===== src/sadu_pkg.sv =====
// constants and types for the store address and data unit
package sadu_pkg;
    localparam logic [5:0] SADU_OP_STB = 6'h26;
    localparam logic [5:0] SADU_OP_STORE_BYTE_DISP_UPDATE = 6'h27;
    localparam logic [5:0] SADU_OP_STH = 6'h2C;
    localparam logic [5:0] SADU_OP_STHU = 6'h2D;
    localparam logic [5:0] SADU_OP_STORE_MULTIPLE_WORD = 6'h2F;
    localparam logic [5:0] SADU_OP_EXT = 6'h1F;
    localparam logic [9:0] SADU_XO_STORE_BYTE_INDEXED = 10'h0D7;
    localparam logic [9:0] SADU_XO_STBUX = 10'h0F7;
    localparam logic [9:0] SADU_XO_STHX = 10'h197;
    localparam logic [9:0] SADU_XO_STHUX = 10'h1B7;
    localparam logic [9:0] SADU_XO_STHBRX = 10'h396;
    localparam logic [9:0] SADU_XO_STSWI = 10'h2D5;
    localparam logic [5:0] SADU_STRING_MAX = 6'h20;
    localparam logic [4:0] SADU_LAST_GPR = 5'h1F;
    localparam logic [31:0] SADU_WORD_STEP = 32'h00000004;
    localparam logic [31:0] SADU_BYTE_STEP = 32'h00000001;
    typedef enum logic [1:0] {
        SADU_SZ_BYTE,
        SADU_SZ_HALF,
        SADU_SZ_WORD
    } sadu_size_t;
endpackage : sadu_pkg


===== src/sadu_store_unit.sv =====
// store address and data unit for byte, halfword, multiple and string stores
// What this block does
// - displacement forms sign-extend the 16-bit offset to 32 bits before adding
// - non-update forms use zero base when base selector is zero
// - indexed forms add the full index register to the base
// - update forms use the base register and write the address back
// - byte stores write source bits 24..31 to one byte
// - halfword stores write bits 16..31, more significant byte first
// - byte-reversed halfword writes bits 24..31 first, then 16..23
// - indexed forms with bit 31 set leave compare field zero undefined
// - store-multiple writes source up to register 31 into successive words
// - string store has no displacement; base zero when selector is zero
// - string byte count zero means 32 bytes
// - string emits bytes high first, address plus one, next register per four
// - string register sequence wraps from 31 to 0 until count done
// - string store decodes as primary 31, extended 725
`timescale 1ns/100ps
module sadu_store_unit
    import sadu_pkg::*;
(
    input wire logic clk,
    input wire logic resetn,
    input wire logic insn_valid,
    output logic insn_ready,
    input wire logic [31:0] insn,
    output logic [4:0] gpr_rd_sel_a,
    input wire logic [31:0] gpr_rd_data_a,
    output logic [4:0] gpr_rd_sel_b,
    input wire logic [31:0] gpr_rd_data_b,
    output logic [4:0] gpr_rd_sel_c,
    input wire logic [31:0] gpr_rd_data_c,
    output logic gpr_wr_en,
    output logic [4:0] gpr_wr_sel,
    output logic [31:0] gpr_wr_data,
    output logic compare_field_zero_undef,
    output logic invalid_form,
    output logic mem_valid,
    input wire logic mem_ready,
    output logic [31:0] mem_addr,
    output logic [31:0] mem_data,
    output sadu_size_t mem_size,
    output logic busy
);
    logic rst_meta, rst_sync;
    always_ff @(posedge clk or negedge resetn) begin
        if (!resetn) begin
            rst_meta <= 1'b0;
            rst_sync <= 1'b0;
        end else begin
            rst_meta <= 1'b1;
            rst_sync <= rst_meta;
        end
    end

    typedef enum logic [1:0] {SADU_IDLE, SADU_SINGLE, SADU_MULTI,
        SADU_STRING} sadu_state_t;
    sadu_state_t state;

    logic [5:0] op;
    logic [9:0] xo;
    logic [4:0] rs_f, ra_f, rb_f;
    logic [31:0] base, offs, ea, src;
    logic is_stb, is_store_byte_disp_update, is_sth, is_sthu, is_store_multiple_word;
    logic is_store_byte_indexed, is_stbux, is_sthx, is_sthux, is_sthbrx, is_stswi;
    logic is_update, is_indexed, is_known;
    assign op = insn[31:26];
    assign rs_f = insn[25:21];
    assign ra_f = insn[20:16];
    assign rb_f = insn[15:11];
    assign xo = insn[10:1];
    assign is_stb = op == SADU_OP_STB;
    assign is_store_byte_disp_update = op == SADU_OP_STORE_BYTE_DISP_UPDATE;
    assign is_sth = op == SADU_OP_STH;
    assign is_sthu = op == SADU_OP_STHU;
    assign is_store_multiple_word = op == SADU_OP_STORE_MULTIPLE_WORD;
    assign is_store_byte_indexed = op == SADU_OP_EXT && xo == SADU_XO_STORE_BYTE_INDEXED;
    assign is_stbux = op == SADU_OP_EXT && xo == SADU_XO_STBUX;
    assign is_sthx = op == SADU_OP_EXT && xo == SADU_XO_STHX;
    assign is_sthux = op == SADU_OP_EXT && xo == SADU_XO_STHUX;
    assign is_sthbrx = op == SADU_OP_EXT && xo == SADU_XO_STHBRX;
    assign is_stswi = op == SADU_OP_EXT && xo == SADU_XO_STSWI;
    assign is_update = is_store_byte_disp_update | is_sthu | is_stbux | is_sthux;
    assign is_indexed = is_store_byte_indexed | is_stbux | is_sthx | is_sthux | is_sthbrx;
    assign is_known = is_update | is_indexed | is_stb | is_sth | is_store_multiple_word
        | is_stswi;

    assign gpr_rd_sel_a = ra_f;
    assign gpr_rd_sel_b = rb_f;
    // update forms always read the register, even selector zero
    assign base = (ra_f == 5'h00 && !is_update) ? 32'h00000000
        : gpr_rd_data_a;
    always_comb begin
        if (is_stswi)
            offs = 32'h00000000;
        else if (is_indexed)
            offs = gpr_rd_data_b;
        else
            offs = {{16{insn[15]}}, insn[15:0]};
    end
    assign ea = base + offs;

    // port c reads one beat ahead so store data can leave a flop
    logic [4:0] cur_reg, next_reg, next_bit;
    logic [1:0] byte_idx, next_idx;
    logic [5:0] left;
    assign next_idx = byte_idx + 2'h1;
    assign next_reg = (state == SADU_STRING && byte_idx != 2'h3) ? cur_reg
        : cur_reg + 5'h01;
    assign next_bit = 5'h1F - {next_idx, 3'h0};
    assign gpr_rd_sel_c = (state == SADU_IDLE) ? rs_f : next_reg;
    assign src = gpr_rd_data_c;

    // data of the beat after the one now offered
    logic [31:0] next_data;
    always_comb begin
        next_data = src;
        if (state == SADU_STRING)
            next_data = {24'h000000, src[next_bit -: 8]};
    end

    logic accept, mem_take;
    assign insn_ready = state == SADU_IDLE;
    assign accept = insn_valid && insn_ready && is_known;
    assign mem_take = mem_valid && mem_ready;
    assign busy = state != SADU_IDLE;

    always_ff @(posedge clk or negedge rst_sync) begin
        if (!rst_sync) begin
            state <= SADU_IDLE;
            cur_reg <= 5'h00;
            byte_idx <= 2'h0;
            left <= 6'h00;
        end else begin
            unique case (state)
                SADU_IDLE: if (accept) begin
                    cur_reg <= rs_f;
                    byte_idx <= 2'h0;
                    left <= (insn[15:11] == 5'h00) ? SADU_STRING_MAX
                        : {1'b0, insn[15:11]};
                    if (is_store_multiple_word)
                        state <= SADU_MULTI;
                    else if (is_stswi)
                        state <= SADU_STRING;
                    else
                        state <= SADU_SINGLE;
                end
                SADU_SINGLE: if (mem_take)
                    state <= SADU_IDLE;
                SADU_MULTI: if (mem_take) begin
                    cur_reg <= cur_reg + 5'h01;
                    if (cur_reg == SADU_LAST_GPR)
                        state <= SADU_IDLE;
                end
                SADU_STRING: if (mem_take) begin
                    byte_idx <= byte_idx + 2'h1;
                    left <= left - 6'h01;
                    // 5-bit wrap takes 31 to 0
                    if (byte_idx == 2'h3)
                        cur_reg <= cur_reg + 5'h01;
                    if (left == 6'h01)
                        state <= SADU_IDLE;
                end
            endcase
        end
    end

    // memory request and single-store data
    always_ff @(posedge clk or negedge rst_sync) begin
        if (!rst_sync) begin
            mem_valid <= 1'b0;
            mem_addr <= 32'h00000000;
            mem_data <= 32'h00000000;
            mem_size <= SADU_SZ_BYTE;
        end else if (state == SADU_IDLE) begin
            mem_valid <= accept;
            if (accept) begin
                mem_addr <= ea;
                if (is_stb | is_store_byte_disp_update | is_store_byte_indexed | is_stbux) begin
                    mem_size <= SADU_SZ_BYTE;
                    mem_data <= {24'h000000, src[7:0]};
                end else if (is_sthbrx) begin
                    mem_size <= SADU_SZ_HALF;
                    mem_data <= {16'h0000, src[7:0], src[15:8]};
                end else if (is_store_multiple_word) begin
                    mem_size <= SADU_SZ_WORD;
                    mem_data <= src;
                end else if (is_stswi) begin
                    mem_size <= SADU_SZ_BYTE;
                    mem_data <= {24'h000000, src[31:24]};
                end else begin
                    mem_size <= SADU_SZ_HALF;
                    mem_data <= {16'h0000, src[15:0]};
                end
            end
        end else if (state == SADU_SINGLE) begin
            if (mem_take)
                mem_valid <= 1'b0;
        end else begin
            // sequenced modes: present the current register, step on take
            if (mem_take) begin
                mem_addr <= mem_addr + (state == SADU_MULTI ? SADU_WORD_STEP
                    : SADU_BYTE_STEP);
                mem_data <= next_data;
            end
            mem_valid <= !(mem_take && ((state == SADU_MULTI
                && cur_reg == SADU_LAST_GPR)
                || (state == SADU_STRING && left == 6'h01)));
        end
    end

    // write-back only for update forms
    always_ff @(posedge clk or negedge rst_sync) begin
        if (!rst_sync) begin
            gpr_wr_en <= 1'b0;
            gpr_wr_sel <= 5'h00;
            gpr_wr_data <= 32'h00000000;
            invalid_form <= 1'b0;
            compare_field_zero_undef <= 1'b0;
        end else begin
            gpr_wr_en <= accept && is_update;
            gpr_wr_sel <= ra_f;
            gpr_wr_data <= ea;
            invalid_form <= accept && is_update && ra_f == 5'h00;
            compare_field_zero_undef <= accept && (is_indexed | is_stswi)
                && insn[0];
        end
    end

    a_update_wb: assert property (@(posedge clk) disable iff (!rst_sync)
        accept && is_update |=> gpr_wr_en && gpr_wr_data == $past(ea))
        else $error("update store did not write back address");
    a_no_side_wr: assert property (@(posedge clk) disable iff (!rst_sync)
        accept && !is_update |=> !gpr_wr_en)
        else $error("non-update store wrote a register");
    a_string_zero: assert property (@(posedge clk) disable iff (!rst_sync)
        accept && is_stswi && insn[15:11] == 5'h00 |=> left == 6'h20)
        else $error("zero byte count not taken as 32");
    a_string_step: assert property (@(posedge clk) disable iff (!rst_sync)
        state == SADU_STRING && mem_take && left != 6'h01
        |=> mem_addr == $past(mem_addr) + 32'h1)
        else $error("string address did not step by one");
    a_multi_step: assert property (@(posedge clk) disable iff (!rst_sync)
        state == SADU_MULTI && mem_take && cur_reg != 5'h1F
        |=> mem_addr == $past(mem_addr) + 32'h4 && mem_valid)
        else $error("multiple address did not step by four");
    a_multi_end: assert property (@(posedge clk) disable iff (!rst_sync)
        state == SADU_MULTI && mem_take && cur_reg == 5'h1F
        |=> state == SADU_IDLE && !mem_valid)
        else $error("multiple did not end after register 31");
    a_string_wrap: assert property (@(posedge clk) disable iff (!rst_sync)
        state == SADU_STRING && mem_take && byte_idx == 2'h3
        && cur_reg == 5'h1F && left != 6'h01 |=> cur_reg == 5'h00)
        else $error("string register did not wrap to zero");
    a_base_zero: assert property (@(posedge clk) disable iff (!rst_sync)
        accept && is_stb && ra_f == 5'h00
        |=> mem_addr == {{16{$past(insn[15])}}, $past(insn[15:0])})
        else $error("zero base not used for selector zero");
endmodule : sadu_store_unit


===== config.mk =====
export PLATFORM = sky130hd
export DESIGN_NAME = sadu_store_unit
export DESIGN_NICKNAME = d
export VERILOG_FILES = /design/src/sadu_pkg.sv /design/src/sadu_store_unit.sv
export SDC_FILE = /design/constraint.sdc
export NUM_CORES = 1
export LEC_CHECK = 0
export BUFFER_PORTS_ARGS = -buffer_cell sky130_fd_sc_hd__buf_2
export CORE_MARGIN = 4
export CORE_UTILIZATION = 40
export DETAILED_ROUTE_END_ITERATION = 8
export HOLD_SLACK_MARGIN = 0.12
export PLACE_DENSITY_LB_ADDON = 0.08
export SETUP_SLACK_MARGIN = 0.5
export SLEW_MARGIN = 10
export SYNTH_ARGS = -nofsm -noshare
export SYNTH_HDL_FRONTEND = slang
export SYNTH_SLANG_ARGS = --single-unit

===== constraint.sdc =====
create_clock -name clk -period 11.8 [get_ports clk]
set_clock_uncertainty 0.05 [all_clocks]
set_input_delay 1.77 -clock clk [delete_from_list [all_inputs] [get_ports clk]]
set_output_delay 1.77 -clock clk [all_outputs]
set_load 0.05 [all_outputs]

### Word-level counts from Yosys, hierarchy flattened

Cells that the tools add are included.

* bits in registers: 124
* latch bits: 0
* bits in writable memories: 0
* ROM bits: 0
* bits of input ports: 132
* output and inout port bits: 124
* word-level logic and storage cells: 146
* memories: 0

* $add $sub $neg: 6
* multipliers: 0
* divide/modulo/power cells: 0
* magnitude comparators: 0
* eq/ne operators: 28
* shifts and indexed selects: 1
* multiplexer cells: 47
* bitwise operators: 16
* reduce and logical (&&, ||, !) cells: 33

Operators with widths (count)
* $mux W32: 15
* $shiftx A39 B6 Y8: 1
* $add A32 B3 Y32: 1
* $add A32 B32 Y32: 1
* $eq A6 B6 Y1 const B: 5
* $mux W5: 6
* $mux W2: 13
* $eq A10 B10 Y1 const B: 2
* $eq A10 B8 Y1 const B: 2
* $eq A10 B9 Y1 const B: 2
* $logic_and A1 B1 Y1: 18
* $mux W6: 3
* $mux W16: 1
* $or A1 B1 Y1: 16
* $pmux W5 S3: 1
* $ne A2 B2 Y1 const B: 6
* $pmux W6 S2: 1
* $logic_not A5 Y1: 2
* $pmux W2 S4: 1
* $eq A2 B2 Y1 const B: 3
* $eq A6 B1 Y1 const B: 1
* $eq A6 B5 Y1 const B: 1
* $ne A2 B1 Y1 const B: 3
* $reduce_and A3 Y1: 2
* 18 further kinds: 24

### Logic depth before layout (Yosys ltp)

* depth in word-level cells: 14
* gate-level depth with buffers: 18
* mapped depth without buffers: 15

### Least setup slack after synthesis

Ideal clock, no wire load.

* path type: input-to-reg
* start point: in insn[4]
* end point: reg mem_addr[24]
* arrival: 5281 ps
* required time: 11632 ps
* path slack: 6351 ps
* stages on the path: 16
* buffers on the path: 2
* cell sequence: nand4b_1 -> nor4_4 -> and3_1 -> clkbuf_1 -> clkbuf_1 -> a21oi_1 -> ha_1 -> fa_1 -> a21oi_1 -> o211ai_2 -> a31oi_4 -> o221ai_2 -> a221o_1 -> a221oi_2 -> xnor2_1 -> a21o_1

* elaborated cells between the ends (all ways): 34
* classes of those cells: add/sub: 1; eq/ne: 7; mux: 5; bitwise: 11; reduce/logical: 10

RTL lines
* start: declaration: RTL line sadu_store_unit.sv:25 `input wire logic [31:0] insn,`
* $eq A10 B8 Y1, on equally long branches: RTL line sadu_store_unit.sv:76, sadu_store_unit.sv:77
* $logic_and A1 B1 Y1, on equally long branches: RTL line sadu_store_unit.sv:76, sadu_store_unit.sv:77
* $or A1 B1 Y1 (4 in series): RTL line sadu_store_unit.sv:83 `assign is_indexed = is_store_byte_indexed | is_stbux | is_sthx | is_sthux | is_sthbrx;`
* $mux W32: RTL line sadu_store_unit.sv:95 `else if (is_indexed)`
* $mux W32: RTL line sadu_store_unit.sv:93 `if (is_stswi)`
* $add A32 B32 Y32 (*): RTL line sadu_store_unit.sv:100 `assign ea = base + offs;`
* via ea[24]: RTL line sadu_store_unit.sv:62 `logic [31:0] base, offs, ea, src;`
* $mux W32 (*): RTL line sadu_store_unit.sv:176 `if (accept) begin`
* $mux W32 (*): RTL line sadu_store_unit.sv:174 `end else if (state == SADU_IDLE) begin`
* end signal: assignment: RTL line sadu_store_unit.sv:201 `mem_addr <= mem_addr + (state == SADU_MULTI ? SADU_WORD_STEP`
* end: declaration: RTL line sadu_store_unit.sv:39 `output logic [31:0] mem_addr,`

The timed path passes the listed nets; every way through them passes the cells marked *. The select of a mux whose other input is x is not followed.
A chain may end at the register's enable or synchronous reset.

### Worst setup path after layout

* start point: in insn[7]
* end point: reg mem_addr[24]

The elaborated chain is that of the path after synthesis.

==> metrics.txt <==
vias per cell=5.553; Worst Setup Start Kind=input port; Worst Tran Pin Value=1009 ps; Synth cell types=81; Syn Nets=1182; Critical path buffers and inverters=1; crit path time final=6042 ps; GR Overflow Total=0; Syn Inst Count=1010; Leak=4.915 nW; vias in the first global route=7797; Initial DRT Pass Iterations=5; Top FF cell, synth=dfrtp_1; Layout area overhead=22.97%; Routed Antenna Nets=0; final setup fails=0; vias=8401; Slew Viols, Final=0; delay-heaviest family, CP=compound AO/OA/AOI/OAI gates; slowest stage cell on the critical path=nand3_1; non-filler cells, final=1513; Seq/Total Area, Yosys=0.3640; FMAX=~0.17 GHz; die area=23710 um^2; post_cts resized=0; TritonCTS clock tree=done; area leader, netlist=dfrtp_1; initial antenna violation count=0; element type at the critical path end=flip-flop; FF-to-FF setup slack=7880 ps; final wirelength=approximately 28000 um; largest net degree at the start of global routing=52; IO Count=~260; Worst Path Class, Setup=input port to flip-flop; Hold Buf Count CTS=0; placed cell count=between 1000 and 1500; pwr dens=roughly 230 nW/um^2; Worst Path Required=approximately 12000 ps; Die Span Y=154.0 um; first-pass GRT wire length=44410 um; top-area cell type share of the netlist area=0.3640; post-route cell area=10480 um^2; GRT Util Overall=0.2352; Worst path max stage delay=730 ps; asr flop ratio synth=1.000; hold crit path type=flip-flop to async pin; number of remaining DRC errors=0; Clock Latency Late Sink=420 ps; max-cap violations=0; number of port buffers=255; Period Utilization, post-route=0.5120; Setup TNS=0 ps; clk slew on worst S/H paths=70 ps; dpl hpwl=between 20000 and 25000 um; nets=1397; leading registers by flop count=gpr_wr_data x32, mem_addr x32, mem_data x32; hold_ws=218.1 ps; H-Tree Depth=4; Wirelength per Cell=18.65 um; Max clock buf depth=2; worst-path maximum fanout=32; CTS buffer count=17; Slew headroom=0.3274; status=finished, final reports clean; TritonCTS Sinks=124; fill count=2082; Tot Pwr=0.002401 W; initial detailed-routing violation count=approximately 550; Rows=53; syn avg cell area=approximately 8.4 um^2; global placement routability congestion=0.8665; Die Wd=154.0 um; register area=between 3000 and 4000 um^2; RSZ-0062 raised after global routing=no; n_diodes=0; flops & latches, synth=124; crit path cell chain=buf_2, xor2_1, and3_1, a31oi_1, nand3_1, and2_1, ha_1, fa_1, a21oi_1, o211ai_2, a31oi_4, o221ai_2, a221o_1, a221oi_2, xnor2_1, a21o_1; peak supply drop=0.09734 mV; Core ar.=21020 um^2; layout cells sized above 1=0.2754; Post-CTS Setup Bufs=0; Clock Root Buffer=clkbuf_16; Fin. Hold Viols=0; Mapped Area=8524 um^2; Synth area leaders=dfrtp_1 36%, a21oi_1 6.2%, ha_1 5.7%, nand2_1 5.6%, o21ai_0 4.8%; area of the multi-input gates=5034 um^2; Crit path arrival time=roughly 6300 ps; starting density of the core=0.4055; EDFF count, synth=0; Synthesis Warnings=0; Placed Area=just under 10000 um^2
## stage by stage
step             util  setup slack, ps
2_1_floorplan       -             6351
3_3_place_gp   0.4713             5499
3_5_place_dp   0.4713             5332
4_1_cts        0.4987             5768
5_1_grt        0.4987             5386
6_report       0.4987             5758
## cell usage after synthesis (all sizes together) (3+ instances only)
cell type and instances:
xor2 14, nor2b 9, a21oi 107, inv 21, ha 39, a21o 17
nand4 15, or3 4, o21ai 87, buf 28, o21a 6, or2 3
a22oi 5, o22a 5, mux2 10, o211ai 8, o221ai 6, nor2 98
a221oi 10, o211a 3, mux2i 6, nor4 6, a31oi 24, xnor2 19
and2 38, nand2 128, and4 3, dfrtp 124, mux4 8, clkbuf 40
nand3 27, a21boi 3, nor3 12, and3 18, a211oi 4, a41oi 5
o22ai 11, nand2b 7, a221o 4
## path summary, 6_finish.rpt
kind | from | endpoint | cells after the start
max | insn[7] | mem_addr[24]$_DFFE_PN0P_ | 16
max in group asynchronous | rst_sync$_DFF_PN0_ | mem_addr[7]$_DFFE_PN0P_ | 1
max reg2reg | state[0]$_DFFE_PN0P_ | cur_reg[0]$_DFFE_PN0P_ | 8
min reg2reg | rst_sync$_DFF_PN0_ | mem_data[25]$_DFFE_PN0P_ | 0
min | rst_sync$_DFF_PN0_ | mem_data[25]$_DFFE_PN0P_ | 0
min in group clk | rst_meta$_DFF_PN0_ | rst_sync$_DFF_PN0_ | 0
## logic make-up after synthesis
| group | synth area share |
|---|---|
| buffers and inverters | 0.04638 |
| adder cells (fa/ha/maj) | 0.05959 |
| XOR/XNOR | 0.03391 |
| multiplexers | 0.04139 |
| AO/OA/AOI/OAI | 0.2390 |
| AND/OR/NAND/NOR | 0.2153 |
| other | 0.0004399 |
| flip-flops | 0.3640 |
## power by group
part           internal [W]  switching, W
combinational      0.000308      0.000887
clock              0.000299      0.000213
sequential         0.000570      0.000126
## layout by cell type (no fill, tap or decap), types with 6 or more instances in the layout
cell type / Yosys / routed
o21a_1: 6 / 6
and3_1: 18 / 18
ha_1: 39 / 39
o22ai_1: 11 / 11
nor2b_1: 9 / 9
o211ai_1: 6 / 6
clkbuf_16: 0 / 17
o21ai_0: 82 / 82
a21o_1: 17 / 17
nand4_1: 14 / 14
buf_2: 10 / 255
mux2i_1: 6 / 6
inv_1: 21 / 21
a221oi_1: 9 / 9
a31oi_1: 22 / 22
xor2_1: 14 / 14
nand2_1: 128 / 128
nand2b_1: 7 / 7
xnor2_1: 19 / 19
a21oi_1: 105 / 105
and2_1: 37 / 37
mux2_2: 10 / 10
nor3_1: 12 / 12
nor2_1: 98 / 97
buf_4: 11 / 9
mux4_2: 8 / 8
dfrtp_1: 124 / 123
nand3_1: 27 / 27
## worst register-to-register path, stage by stage (launching register included)
cell and delay, ps:
dfrtp_1 340, or2_2 630, inv_1 140, nand2_1 130
a41o_1 550, nand2_1 750, buf_4 480, o21ai_1 330
mux2_2 390
## metal layers
layer	routed length, um	global-route usage
met5	0	0
met4	394	0.06098
met3	1828	0.03603
met1	12990	0.3444
met2	13000	0.3646
## cell type report
type,count,share of cell area
clock buffers,18,0.04190
inverters,21,0.007520
flip-flops and latches,124,0.2964
multi-input cells,797,0.4802
well taps,275,0.03282
repair buffers,264,0.1282
clock inverters,14,0.01301
Power figures use the tool's default switching activity.
